===== config.mk =====
export PLATFORM = sky130hd
export DESIGN_NAME = vio_mapper
export DESIGN_NICKNAME = d
export VERILOG_FILES = /design/src/vio_pkg.sv /design/src/vio_mapper.sv
export VERILOG_INCLUDE_DIRS = /design/src
export SDC_FILE = /design/constraint.sdc
export NUM_CORES = 1
export LEC_CHECK = 0
export BUFFER_PORTS_ARGS = -buffer_cell sky130_fd_sc_hd__buf_2
export CORE_ASPECT_RATIO = 0.8
export CORE_MARGIN = 2
export CORE_UTILIZATION = 35
export CTS_BUF_LIST = sky130_fd_sc_hd__clkbuf_16
export CTS_CLUSTER_SIZE = 25
export DETAILED_ROUTE_END_ITERATION = 10
export GPL_TIMING_DRIVEN = 1
export PLACE_DENSITY = 0.54
export SLEW_MARGIN = 40
export SYNTH_ARGS = -nofsm -noshare
export SYNTH_HDL_FRONTEND = slang
export SYNTH_SLANG_ARGS = --single-unit
export TNS_END_PERCENT = 30

===== constraint.sdc =====
create_clock -name clk -period 3.9 [get_ports clk]
set_clock_uncertainty 0.05 [all_clocks]
set_input_delay 0.195 -clock clk [delete_from_list [all_inputs] [get_ports clk]]
set_output_delay 0.195 -clock clk [all_outputs]
set_load 0.02 [all_outputs]

===== src/vio_map.svh =====
/*
  constants for the virtual i/o mapper: register offsets, selector and delay limits,
  the fault code, analog thresholds and timing counts.
  assumes the includer is a design file of the vio mapper.
*/
`ifndef VIO_MAP_SVH
`define VIO_MAP_SVH

// byte addresses, one word each
`define VIO_OFS_VIN_FUNC0    8'h00
`define VIO_OFS_VIN_MODE     8'h14
`define VIO_OFS_VIN_LEVEL    8'h18
`define VIO_OFS_AN_FUNC0     8'h1c
`define VIO_OFS_AN_POL       8'h28
`define VIO_OFS_VOUT_FUNC0   8'h2c
`define VIO_OFS_VOUT_DLY0    8'h40
`define VIO_OFS_VOUT_POL     8'h54
`define VIO_OFS_STATE        8'h58
`define VIO_OFS_IRQ_STAT     8'h5c
`define VIO_OFS_IRQ_MASK     8'h60
`define VIO_OFS_VIN_STATE    8'h64

`define VIO_FUNC_MAX_IN      6'h3b
`define VIO_FUNC_MAX_OUT     6'h28
`define VIO_FUNC_FWD         6'h01
`define VIO_FUNC_UFAULT1     6'h2c
`define VIO_FUNC_AI1_LIMIT   6'h1f
`define VIO_USER_FAULT_ONE   8'h1b
`define VIO_DLY_MAX          16'h8ca0

// analog codes: full scale 10 V over 12 bits
`define VIO_AN_HI_MV         7000
`define VIO_AN_LO_MV         3000
`define VIO_AN_FS_MV         10000

`define VIO_TICK_NS          100000000
`define VIO_CLK_NS           10

`endif


===== src/vio_pkg.sv =====
/*
  types for the virtual i/o mapper.
  assumes vio_map.svh supplies the numeric constants.
*/
package vio_pkg;
  typedef logic [5:0] vio_func_type;
  typedef struct packed {
    logic [4:0] vin_active;
    logic       forward_run_cmd;
    logic       user_fault;
    logic [7:0] user_fault_one_code;
  } vio_status_type;
  typedef enum logic [2:0] {
    VIO_ST_INIT  = 3'b001,
    VIO_ST_RUN   = 3'b010,
    VIO_ST_FAULT = 3'b100
  } vio_state_type;
endpackage : vio_pkg


===== src/vio_mapper.sv =====
/*
  virtual i/o mapper: five virtual inputs, five virtual outputs with delay
  and polarity, three analog channels used as digital inputs; avalon-mm slave.
  assumes physical lines and analog codes are asynchronous and are
  synchronised here; function vectors come from logic on clk.
*/
`timescale 1ns/1ps
`include "vio_map.svh"
module vio_mapper #(
  parameter int NUM_V     = 5,
  parameter int NUM_AN    = 3,
  parameter int AN_W      = 12,
  parameter int TICK_CYC  = `VIO_TICK_NS / `VIO_CLK_NS
) (
  // clock and reset
  input  wire logic                 clk,
  input  wire logic                 nrst,
  // avalon-mm slave
  input  wire logic [7:0]           avs_address,
  input  wire logic                 avs_read,
  input  wire logic                 avs_write,
  input  wire logic [31:0]          avs_writedata,
  output logic [31:0]               avs_readdata,
  output logic                      avs_waitrequest,
  // terminals and analog channels
  input  wire logic [NUM_V-1:0]     physical_input_line,
  input  wire logic [NUM_AN*AN_W-1:0] analog_channel,
  // status function vector, index is selector value
  input  wire logic [40:0]          out_status_func,
  // to drive input-function logic
  output logic [NUM_V-1:0]          virtual_output,
  output logic [NUM_V-1:0]          virtual_input,
  output logic [NUM_AN-1:0]         analog_as_input,
  output vio_pkg::vio_status_type   drive_status,
  output logic                      irq
);
  initial begin
    if (NUM_V != 5 || NUM_AN != 3 || AN_W < 8 || AN_W > 16 || TICK_CYC < 1)
      $error("vio_mapper: unsupported parameters");
  end

  localparam logic [AN_W-1:0] AN_HI =
    AN_W'((`VIO_AN_HI_MV * ((1 << AN_W) - 1) + `VIO_AN_FS_MV - 1) / `VIO_AN_FS_MV);
  localparam logic [AN_W-1:0] AN_LO =
    AN_W'((`VIO_AN_LO_MV * ((1 << AN_W) - 1)) / `VIO_AN_FS_MV);

  // a narrow converter could round the two thresholds together and lose the
  // hold band, which would make the analog input chatter near the limits
  initial begin
    if (AN_HI <= AN_LO)
      $error("vio_mapper: analog thresholds overlap");
  end

  vio_pkg::vio_func_type vin_func_r  [NUM_V];
  vio_pkg::vio_func_type vout_func_r [NUM_V];
  vio_pkg::vio_func_type an_func_r   [NUM_AN];
  logic [15:0]           vout_dly_r  [NUM_V];
  logic [NUM_V-1:0]      vin_source_mode_r;
  logic [NUM_V-1:0]      vin_stored_level_r;
  logic [NUM_V-1:0]      vout_polarity_r;
  logic [NUM_AN-1:0]     analog_as_input_polarity_r;
  logic [1:0]            irq_stat_r;
  logic [1:0]            irq_mask_r;
  logic [NUM_V-1:0]      phys_s1_r;
  logic [NUM_V-1:0]      phys_s2_r;
  logic [NUM_AN*AN_W-1:0] an_s1_r;
  logic [NUM_AN*AN_W-1:0] an_s2_r;
  logic [NUM_AN-1:0]     an_level_r;
  logic [NUM_V-1:0]      vout_raw;
  logic [NUM_V-1:0]      vout_held_r;
  logic [31:0]           tick_cnt_r;
  logic                  tick;
  logic                  wr_en;
  logic                  fault_ev;
  logic                  fwd_now;
  logic                  ufault_now;
  logic                  ufault_prev_r;
  logic                  rd_done_r;
  logic                  vin_func_ok;
  logic                  vout_func_ok;
  logic                  dly_ok;
  logic [1:0]            irq_clr;
  logic [1:0]            irq_set;
  vio_pkg::vio_state_type state_r;

  // reads insert one wait state: read data come from a flip-flop, so they are
  // loaded in the first cycle and stand at the edge that sees waitrequest low
  always_ff @(posedge clk or negedge nrst) begin
    if (!nrst) begin
      rd_done_r <= 1'b0;
    end else begin
      // high for one cycle per read, so a back-to-back read waits again
      rd_done_r <= avs_read && !rd_done_r;
    end
  end
  assign avs_waitrequest = avs_read && !rd_done_r;
  // writes never wait and take effect on their first edge
  assign wr_en = avs_write && !avs_waitrequest;

  // whole-word range checks: a value with stray upper bits is refused rather
  // than folded onto a legal selector or delay
  assign vin_func_ok  = (avs_writedata <= {26'h0, `VIO_FUNC_MAX_IN});
  assign vout_func_ok = (avs_writedata <= {26'h0, `VIO_FUNC_MAX_OUT});
  assign dly_ok       = (avs_writedata <= {16'h0, `VIO_DLY_MAX});

  // 0.1 s time base for the output delays
  // free-running, so the first tick of a delay may come up to one period early
  always_ff @(posedge clk or negedge nrst) begin
    if (!nrst) begin
      tick_cnt_r <= 32'h0;
    end else if (tick_cnt_r >= 32'(TICK_CYC - 1)) begin
      tick_cnt_r <= 32'h0;
    end else begin
      tick_cnt_r <= tick_cnt_r + 32'h1;
    end
  end
  assign tick = (tick_cnt_r >= 32'(TICK_CYC - 1));

  // configuration registers
  // an out-of-range selector or delay write is dropped and the old value stays
  always_ff @(posedge clk or negedge nrst) begin
    if (!nrst) begin
      for (int i = 0; i < NUM_V; i++) begin
        vin_func_r[i]  <= 6'h00;
        vout_func_r[i] <= 6'h00;
        vout_dly_r[i]  <= 16'h0000;
      end
      for (int i = 0; i < NUM_AN; i++) begin
        an_func_r[i] <= 6'h00;
      end
      vin_source_mode_r          <= 5'h00;
      vin_stored_level_r         <= 5'h00;
      vout_polarity_r            <= 5'h00;
      analog_as_input_polarity_r <= 3'h0;
      irq_mask_r                 <= 2'h0;
    end else if (wr_en) begin
      for (int i = 0; i < NUM_V; i++) begin
        if (avs_address == `VIO_OFS_VIN_FUNC0 + 8'(4 * i) && vin_func_ok)
          vin_func_r[i] <= avs_writedata[5:0];
        if (avs_address == `VIO_OFS_VOUT_FUNC0 + 8'(4 * i) && vout_func_ok)
          vout_func_r[i] <= avs_writedata[5:0];
        if (avs_address == `VIO_OFS_VOUT_DLY0 + 8'(4 * i) && dly_ok)
          vout_dly_r[i] <= avs_writedata[15:0];
      end
      for (int i = 0; i < NUM_AN; i++) begin
        if (avs_address == `VIO_OFS_AN_FUNC0 + 8'(4 * i) && vin_func_ok)
          an_func_r[i] <= avs_writedata[5:0];
      end
      case (avs_address)
        `VIO_OFS_VIN_MODE: begin
          vin_source_mode_r <= avs_writedata[NUM_V-1:0];
        end
        `VIO_OFS_VIN_LEVEL: begin
          vin_stored_level_r <= avs_writedata[NUM_V-1:0];
        end
        `VIO_OFS_AN_POL: begin
          analog_as_input_polarity_r <= avs_writedata[NUM_AN-1:0];
        end
        `VIO_OFS_VOUT_POL: begin
          vout_polarity_r <= avs_writedata[NUM_V-1:0];
        end
        `VIO_OFS_IRQ_MASK: begin
          irq_mask_r <= avs_writedata[1:0];
        end
        default: begin
        end
      endcase
    end
  end

  // input synchronisers
  // analog words are synchronised bit by bit: a code must hold for several
  // cycles, or bits of two codes can mix in one sample
  always_ff @(posedge clk or negedge nrst) begin
    if (!nrst) begin
      phys_s1_r <= 5'h00;
      phys_s2_r <= 5'h00;
      an_s1_r   <= '0;
      an_s2_r   <= '0;
    end else begin
      phys_s1_r <= physical_input_line;
      phys_s2_r <= phys_s1_r;
      an_s1_r   <= analog_channel;
      an_s2_r   <= an_s1_r;
    end
  end

  // per-channel output path and analog hysteresis
  genvar g;
  generate
    for (g = 0; g < NUM_V; g++) begin : g_vout
      logic [15:0] dly_cnt_r;
      logic        pend_r;
      // selector 0 shorts to the terminal, otherwise the status function
      assign vout_raw[g] = (vout_func_r[g] == 6'h00) ? phys_s2_r[g]
                         : out_status_func[vout_func_r[g]];
      always_ff @(posedge clk or negedge nrst) begin
        if (!nrst) begin
          vout_held_r[g] <= 1'b0;
          dly_cnt_r      <= 16'h0000;
          pend_r         <= 1'b0;
        end else if (vout_raw[g] == vout_held_r[g]) begin
          pend_r    <= 1'b0;
          dly_cnt_r <= 16'h0000;
        end else if (vout_dly_r[g] == 16'h0000) begin
          // zero delay follows the same cycle, no tick wait
          vout_held_r[g] <= vout_raw[g];
          pend_r         <= 1'b0;
        end else if (!pend_r) begin
          pend_r    <= 1'b1;
          dly_cnt_r <= vout_dly_r[g];
        end else if (tick) begin
          // a change that reverts before expiry is dropped
          if (dly_cnt_r == 16'h0001) begin
            vout_held_r[g] <= vout_raw[g];
            pend_r         <= 1'b0;
          end
          dly_cnt_r <= dly_cnt_r - 16'h0001;
        end
      end
      assign virtual_output[g] = vout_held_r[g] ^ vout_polarity_r[g];
      // combinational from the final output: no extra latency on the loop
      assign virtual_input[g] = vin_source_mode_r[g] ? vin_stored_level_r[g]
                              : virtual_output[g];
    end
    for (g = 0; g < NUM_AN; g++) begin : g_an
      // between the thresholds the flop keeps its state
      logic [AN_W-1:0] code;
      assign code = an_s2_r[g*AN_W +: AN_W];
      always_ff @(posedge clk or negedge nrst) begin
        if (!nrst) begin
          an_level_r[g] <= 1'b0;
        end else if (code >= AN_HI) begin
          an_level_r[g] <= 1'b1;
        end else if (code <= AN_LO) begin
          an_level_r[g] <= 1'b0;
        end
      end
      assign analog_as_input[g] = an_level_r[g] ^ analog_as_input_polarity_r[g];
    end
  endgenerate

  // function decode across virtual and analog inputs
  // an analog input given a run or fault function acts like a terminal
  always_comb begin
    fwd_now    = 1'b0;
    ufault_now = 1'b0;
    for (int i = 0; i < NUM_V; i++) begin
      if (virtual_input[i] && vin_func_r[i] == `VIO_FUNC_FWD) fwd_now = 1'b1;
      if (virtual_input[i] && vin_func_r[i] == `VIO_FUNC_UFAULT1) ufault_now = 1'b1;
    end
    for (int i = 0; i < NUM_AN; i++) begin
      if (analog_as_input[i] && an_func_r[i] == `VIO_FUNC_FWD) fwd_now = 1'b1;
      if (analog_as_input[i] && an_func_r[i] == `VIO_FUNC_UFAULT1) ufault_now = 1'b1;
    end
  end
  assign fault_ev = ufault_now && !ufault_prev_r;

  // run state: one init cycle after reset, then evaluate; fault latches stop
  always_ff @(posedge clk or negedge nrst) begin
    if (!nrst) begin
      state_r       <= vio_pkg::VIO_ST_INIT;
      ufault_prev_r <= 1'b0;
    end else begin
      ufault_prev_r <= ufault_now;
      case (state_r)
        vio_pkg::VIO_ST_INIT: begin
          state_r <= vio_pkg::VIO_ST_RUN;
        end
        vio_pkg::VIO_ST_RUN: begin
          if (fault_ev) state_r <= vio_pkg::VIO_ST_FAULT;
        end
        vio_pkg::VIO_ST_FAULT: begin
          // fault clears only by writing one to its status bit
          // a new event in the clearing cycle keeps the drive stopped
          if (wr_en && avs_address == `VIO_OFS_IRQ_STAT && avs_writedata[0] && !fault_ev)
            state_r <= vio_pkg::VIO_ST_RUN;
        end
        default: begin
          state_r <= vio_pkg::VIO_ST_INIT;
        end
      endcase
    end
  end

  // status runs one cycle behind the inputs
  always_ff @(posedge clk or negedge nrst) begin
    if (!nrst) begin
      drive_status <= '0;
    end else begin
      drive_status.vin_active          <= virtual_input;
      // a fault arriving in the same cycle wins over a run request
      drive_status.forward_run_cmd     <= fwd_now && !fault_ev && (state_r == vio_pkg::VIO_ST_RUN);
      drive_status.user_fault          <= (state_r == vio_pkg::VIO_ST_FAULT) || fault_ev;
      drive_status.user_fault_one_code <= ((state_r == vio_pkg::VIO_ST_FAULT) || fault_ev)
                                          ? `VIO_USER_FAULT_ONE : 8'h00;
    end
  end

  // sticky events: bit0 user fault, bit1 any virtual output rise; set wins
  logic [NUM_V-1:0] vout_prev_r;
  // the clear is applied before the set, so an event in the clearing cycle stays
  assign irq_clr = (wr_en && avs_address == `VIO_OFS_IRQ_STAT) ? avs_writedata[1:0] : 2'h0;
  assign irq_set = {|(virtual_output & ~vout_prev_r), fault_ev};
  always_ff @(posedge clk or negedge nrst) begin
    if (!nrst) begin
      irq_stat_r  <= 2'h0;
      vout_prev_r <= 5'h00;
    end else begin
      vout_prev_r <= virtual_output;
      irq_stat_r  <= (irq_stat_r & ~irq_clr) | irq_set;
    end
  end
  // level output: stays high until software clears or masks the cause
  assign irq = |(irq_stat_r & irq_mask_r);

  // read data loaded in the wait cycle, then held through the accepting edge;
  // reloading there would let the word move as the master takes it
  always_ff @(posedge clk or negedge nrst) begin
    if (!nrst) begin
      avs_readdata <= 32'h0;
    end else if (avs_read && !rd_done_r) begin
      avs_readdata <= 32'h0;
      for (int i = 0; i < NUM_V; i++) begin
        if (avs_address == `VIO_OFS_VIN_FUNC0 + 8'(4 * i)) avs_readdata <= {26'h0, vin_func_r[i]};
        if (avs_address == `VIO_OFS_VOUT_FUNC0 + 8'(4 * i)) avs_readdata <= {26'h0, vout_func_r[i]};
        if (avs_address == `VIO_OFS_VOUT_DLY0 + 8'(4 * i)) avs_readdata <= {16'h0, vout_dly_r[i]};
      end
      for (int i = 0; i < NUM_AN; i++) begin
        if (avs_address == `VIO_OFS_AN_FUNC0 + 8'(4 * i)) avs_readdata <= {26'h0, an_func_r[i]};
      end
      case (avs_address)
        `VIO_OFS_VIN_MODE:  avs_readdata <= {27'h0, vin_source_mode_r};
        `VIO_OFS_VIN_LEVEL: avs_readdata <= {27'h0, vin_stored_level_r};
        `VIO_OFS_AN_POL:    avs_readdata <= {29'h0, analog_as_input_polarity_r};
        `VIO_OFS_VOUT_POL:  avs_readdata <= {27'h0, vout_polarity_r};
        `VIO_OFS_STATE:     avs_readdata <= {21'h0, state_r, analog_as_input, virtual_output};
        `VIO_OFS_IRQ_STAT:  avs_readdata <= {30'h0, irq_stat_r};
        `VIO_OFS_IRQ_MASK:  avs_readdata <= {30'h0, irq_mask_r};
        `VIO_OFS_VIN_STATE: avs_readdata <= {27'h0, virtual_input};
        default: begin
        end
      endcase
    end
  end
endmodule : vio_mapper


==> impl_metrics.py, run 1 <==
metrics = {
    "run_status": {
        "outcome": "complete, no violations",
    },
    "grt": {
        "first_global_vias": 19000,
        "grt_max_degree": 127,
        "grt_pass1_wl_um": 118000,
        "antenna_found_initial": 1,
        "grtUsageTotal_pct": 22.8,
        "grt_overflow": 0,
    },
    "floorplanning": {
        "die_y_um": 232,
        "core_area_sq_um": 64100,
        "dieArea_sq_um": 66800,
        "rows": 83,
        "ios": 188,
        "fp.dieW_um": 289,
        "start_util_pct": 35.4,
    },
    "timing": {
        "period_minus_slack_ns": 3.26,
        "post-route-period-util_pct": 83.5,
        "worstMarginPinSlew_ns": 0.871,
        "clock.fmax_ghz": 0.307,
        "finalHoldViolCount": 0,
        "drv_slew": 0,
        "setup_viol": 0,
        "finalSetupTns_ns": 0,
        "rsz0062_at_grt": "no",
        "max_slew_margin_pct": 41.1,
    },
    "clocking": {
        "cts_sinks": 420,
        "clk_path_buf_depth": 3,
        "cts.htree.levels": 2,
        "cts_made_buffers": 45,
        "cts_root_buffer": "clkbuf_16",
        "clk_latency_ns": 0.57,
        "clk_pin_slew_ns": 0.06,
        "cts_tree": "built",
    },
    "power": {
        "finalPower_w": 0.00965,
        "power.density_nw_per_um2": 366,
        "leakagePower_nw": 11.5,
        "peakVddDrop_mv": 0.358,
    },
    "critical_path": {
        "rr_startpoint": "vout_func_r[25]",
        "r2r_slack_ns": 0.64,
        "critical_path_class": "register to register",
        "critPathLaunchType": "register",
        "crit_required_ns": 4.29,
        "setup.worst_path.end_class": "register",
        "crit_fanout": 17,
        "ff2ff_path_depth": 10,
        "crit_path_start": "vout_func_r[25]",
        "crit_end": "g_vout[0].pend_r",
        "arrival_ns": 3.65,
        "r2r_end": "g_vout[0].pend_r",
    },
    "routing": {
        "dr.pass1.iters": 6,
        "ant_nets": 0,
        "vias": 19200,
        "routed_wl_um": 76300,
        "viasPerCell": 5.92,
        "post_drt_wl_per_cell_um": 23.5,
        "drtIter0Drc": 1885,
        "drc_errors": 0,
    },
    "placement": {
        "hpwl_um": 54700,
        "gp_congestion": 0.974,
        "placed_area_sq_um": 24400,
        "dp_cells": 3106,
        "numPortBuffers": 167,
    },
    "flow_run": {
        "maxCapViolations": 0,
    },
    "synth": {
        "syn_area_sq_um": 22700,
        "synthDistinctLibCells": 91,
        "synth_seq_cells": 420,
        "yosys.area.top_type": "dfrtp_1",
        "yosysTopAreaCellShare_pct": 46.3,
        "yosysSeqAreaShare_pct": 46.4,
        "avgSynthCellArea_sq_um": 10.4,
        "async_flop_share_pct": 100,
        "yosys_warnings": 0,
        "synth.area.top_cells": "dfrtp_1, mux2_2, a21oi_1, mux4_2, nor2_1",
        "synth_cells": 2169,
        "synth_top_flop_cell": "dfrtp_1",
        "synth_edf_count": 0,
    },
    "layout": {
        "nets": 2491,
        "layout-drive-gt1-share_pct": 23.1,
        "final_common_cell": "dfrtp_1",
        "design_area_sq_um": 26400,
        "area_delta_synth_final_pct": 16.3,
        "instances_no_fill": 3242,
        "mostFrequentLayoutCells": "dfrtp_1, mux2_2, buf_2",
    },
    "min_path": {
        "hold_class": "input pin to async pin",
    },
}
[worst max-delay path: stages, from the launching register on]
cell       delay (ns)
dfrtp_1          0.88
buf_4            0.29
mux2i_1          0.39
a2111oi_0        0.20
nand3_1          0.12
nand4_1          0.12
o31ai_1          0.31
buf_4            0.23
xnor2_1          0.15
buf_4            0.29
nor2_1           0.09
[how the worst min path moves through the flow]
stage	start	depth (start not counted)	end	slack (ns)
finish	nrst	2	tick_cnt_r[10]	0.02
global route	nrst	2	tick_cnt_r[10]	0.02
CTS	nrst	2	tick_cnt_r[10]	0.007
floorplan	nrst	0	an_func_r[0]	-0.15
detailed placement	nrst	1	tick_cnt_r[10]	0.02
global placement	nrst	1	tick_cnt_r[9]	0.02
[metrics by stage]
stage                     util [%]  worst slack [ns]  hold slack (ns)
after floorplan                  -              1.48           -0.151
after detailed placement      38.0             0.653           0.0230
after global routing          41.1             0.481           0.0210
after global placement        38.0             0.773           0.0219
after CTS                     41.1             0.624          0.00737
final                         41.1             0.642           0.0176
[timing repair]
| action | 4_1_cts | 5_1_grt |
|---|---|---|
| hold buffers | 50 | 1 |
| endpoints found under the setup margin | 0 | 0 |
| endpoints found under the hold margin | 403 | 1 |
| buffers inserted | 0 | 0 |
| gates resized for setup | 0 | 0 |
[logic make-up (layout without fill, tap and decap cells)]
family                     after synthesis  count (layout)  share of synthesized area (%)
and+or+nand+nor                        714             714                           17.6
AOI/OAI and AO/OA                      520             520                           15.5
DFF                                    420             420                           46.4
muxes                                  268             268                           14.4
buffers and inverters                  194             389                           3.92
xor gates and xnor gates                41              41                           1.58
adders and majority gates               11              11                          0.607
other                                    1              29                         0.0165
[cells in the mapped netlist, types with 8 or more instances]
master     instances
nand2b_1          22
nor4_1            59
buf_2             29
xor2_1            21
nor2_1           155
or4b_2             8
nand2_1          105
o31ai_1           10
nor3b_1           11
a22o_1             9
dfrtp_1          419
clkbuf_1          90
mux4_2            27
a31oi_1           52
nor2b_1           52
and3_1            22
nand3b_1          11
mux2_2           186
o22ai_1           17
o21a_1            13
o2111ai_1         10
inv_1             39
a41oi_1            8
xnor2_1           20
or3_1             27
o21ai_0           69
a21o_1             9
nand3_1           61
nand4_1           23
a221oi_1          17
ha_1              11
mux2i_1           52
o211ai_1          14
and2_1            14
a22oi_1           55
a21oi_1          146
buf_4             33
nor3_1            48
a222oi_1           9
a211oi_1           8
nand4b_1          10
or4_1             18
[state kept, by name, indices dropped and copies added, names as in the netlist, 2 cells and up]
register and cells:
tick_cnt_r 32, an_func_r 18, an_s1_r 36, drive_status 7, vout_dly_r 80, vin_stored_level_r 5, avs_readdata 16, analog_as_input_polarity_r 3
an_level_r 3, an_s2_r 36, phys_s2_r 5, vout_held_r 5, vin_source_mode_r 5, g_vout.dly_cnt_r 80, g_vout.pend_r 5, state_r 3
irq_mask_r 2, vin_func_r 30, phys_s1_r 5, irq_stat_r 2, vout_prev_r 5, vout_polarity_r 5, vout_func_r 30
[layer usage]
metal | vias up | track usage, % | routed length (um)
li1 | 8548 | - | -
met1 | 9786 | 33.6 | 34800
met2 | 743 | 35.2 | 34300
met3 | 111 | 3.58 | 5580
met4 | 0 | 5.00 | 1590
met5 | - | 0 | 0
[where the power goes]
| part | leakage, nW | switching (W) | internal (W) |
|---|---|---|---|
| Sequential | 5.57 | 0.0000672 | 0.00445 |
| Combinational | 5.13 | 0.000490 | 0.000247 |
| Clock | 0.757 | 0.00188 | 0.00251 |
[cell type report]
type	instances	area, sq um
fillers	6201	37700
multi-input cells	1582	11400
flip-flops and latches	420	10500
repair buffers	266	1760
clock buffers	45	1130
well taps	850	1060
clock inverters	39	357
inverters	39	146
diodes	1	2.50
Power figures use the tool's default switching activity.
==> run 2, diff against run 1 <==
Clock period 3.9 ns to 3.26 ns, I/O delays scaled along.
==> run 2 against run 1 <==
Compared with the run above: largest power group unchanged; final area rose by 1.1%; die area did not move; first-iteration DRC count fell by 0.21%; critical endpoint is now drive_status[9].
==> impl_metrics.py, run 2 (synthesis results as in run 1) <==
metrics = {
    "run_status": {
        "outcome": "complete, no violations",
    },
    "grt": {
        "first_global_vias": 18300,
        "grt_max_degree": 85,
        "grt_overflow": 0,
        "grt_pass1_wl_um": 115000,
        "antenna_found_initial": 3,
        "grtUsageTotal_pct": 22.6,
    },
    "timing": {
        "finalSetupTns_ns": 0,
        "worstMarginPinSlew_ns": 0.797,
        "clock.fmax_ghz": 0.334,
        "period_minus_slack_ns": 2.99,
        "finalHoldViolCount": 0,
        "max_slew_margin_pct": 46.9,
        "drv_slew": 0,
        "rsz0062_at_grt": "no",
        "setup_viol": 0,
        "post-route-period-util_pct": 91.9,
    },
    "layout": {
        "nFillCells": 6166,
        "largestRegisters": "g_vout.dly_cnt_r x80, vout_dly_r x80",
        "layout-drive-gt1-share_pct": 24.3,
        "area_delta_synth_final_pct": 17.6,
        "mostFrequentLayoutCells": "dfrtp_1, mux2_2, buf_2",
        "design_area_sq_um": 26700,
        "final_common_cell": "dfrtp_1",
        "nets": 2535,
    },
    "clocking": {
        "clk_pin_slew_ns": 0.06,
        "cts_sinks": 420,
        "cts_made_buffers": 44,
        "cts.htree.levels": 2,
        "clk_latency_ns": 0.59,
        "cts_setup_buffers": 0,
        "cts_tree": "built",
        "clk_path_buf_depth": 3,
        "cts_root_buffer": "clkbuf_16",
    },
    "critical_path": {
        "crit_fanout": 5,
        "critical_path_class": "register to register",
        "crit_required_ns": 3.70,
        "slowest_delay_ns": 0.54,
        "r2r_slack_ns": 0.27,
        "cp_cell_sequence": "xnor2_1, inv_1, o2111ai_1, nand4_1, nor3_1, nor2_1, or2_2, a311oi_1",
        "setup.worst_path.end_class": "register",
        "critPathLaunchType": "register",
        "arrival_ns": 3.44,
        "cpMaxStageDelayCell": "dfrtp_1",
    },
    "floorplanning": {
        "die_y_um": 232,
        "rows": 83,
        "core_area_sq_um": 64100,
        "fp.dieW_um": 289,
        "ios": 188,
        "dieArea_sq_um": 66800,
        "start_util_pct": 35.4,
    },
    "placement": {
        "placed_area_sq_um": 24700,
        "gp_congestion": 0.973,
        "numPortBuffers": 167,
        "hpwl_um": 56000,
    },
    "routing": {
        "vias": 19300,
        "viasPerCell": 5.88,
        "post_drt_wl_per_cell_um": 23.4,
        "dr.pass1.iters": 6,
        "drc_errors": 0,
        "drtIter0Drc": 1881,
        "routed_wl_um": 76700,
        "ant_nets": 0,
    },
    "power": {
        "leakagePower_nw": 11.7,
        "peakVddDrop_mv": 0.439,
        "power.density_nw_per_um2": 430,
    },
    "flow_run": {
        "maxCapViolations": 0,
    },
    "min_path": {
        "hold_class": "input pin to async pin",
    },
}
==> run 2: metal layers <==
metal  vias up  GRT usage (%)  wire length (um)  share of wire [%]
met1      9728           32.8             34800                 45
met2       763           33.5             33500                 44
met4         6           6.74              2140                2.8
met5         -          0.588                77               0.10
li1       8633              -                 -                  -
met3       141           4.86              6070                7.9
==> run 2: area by class of cell <==
| cell class | instances | area, sq um | share of cell area, % |
|---|---|---|---|
| timing repair buffer | 311 | 2120 | 7.95 |
| sequential | 420 | 10500 | 39.4 |
| clock buffer | 44 | 1100 | 4.13 |
| multi-input combinational | 1582 | 11400 | 42.7 |
| clock inverter | 32 | 335 | 1.26 |
| inverter | 39 | 146 | 0.549 |
| tap | 850 | 1060 | 3.99 |
| antenna | 2 | 5.00 | 0.0188 |
==> run 2: worst paths after layout <==
| kind | cells after the start | endpoint | startpoint |
|---|---|---|---|
| min in group clk | 2 | an_s1_r[4] | analog_channel[4] |
| worst min-delay path | 2 | tick_cnt_r[18] | nrst |
| worst max-delay path | 8 | drive_status[9] | vout_held_r[2] |
| max in group asynchronous | 3 | state_r[0] | nrst |
| worst max register to register | 8 | drive_status[9] | vout_held_r[2] |
| worst min register to register | 0 | an_s2_r[35] | an_s1_r[35] |
==> run 2: repair_timing <==
item                                    CTS  global route
hold buffers                             52             0
endpoints found under the hold margin   165             0
endpoints found under the setup margin    0             0
gates resized for setup                   0             0
==> run 2: report_power, final <==
part	internal, W	switching, W	leakage, nW	total [W]
clock	0.00289	0.00226	0.723	0.00515
sequential	0.00532	0.0000776	5.57	0.00540
combinational	0.000314	0.000598	5.36	0.000912
total	0.00853	0.00293	11.7	0.0115
==> run 2: worst max-delay path, delay by kind of cell (launching register included) <==
kind,cells,cell delay [ns]
and+or+nand+nor,4,1.22
DFF,1,0.54
xor gates and xnor gates,1,0.40
buffers and inverters,1,0.22
AOI/OAI and AO/OA,2,0.46
==> run 2: stage by stage <==
step | cells | util (%) | worst slack, ns | power (W) | hold slack [ns]
after detailed placement | 3150 | 38.5 | 0.303 | 0.00636 | 0.164
after CTS | 3278 | 41.6 | 0.289 | 0.0116 | 0.135
after floorplan | 2196 | - | 0.844 | 0.00586 | -0.183
after global placement | 3150 | 38.5 | 0.316 | 0.00635 | 0.158
final | 3280 | 41.6 | 0.265 | 0.0115 | 0.124
after global routing | 3279 | 41.6 | 0.0727 | 0.0119 | 0.143
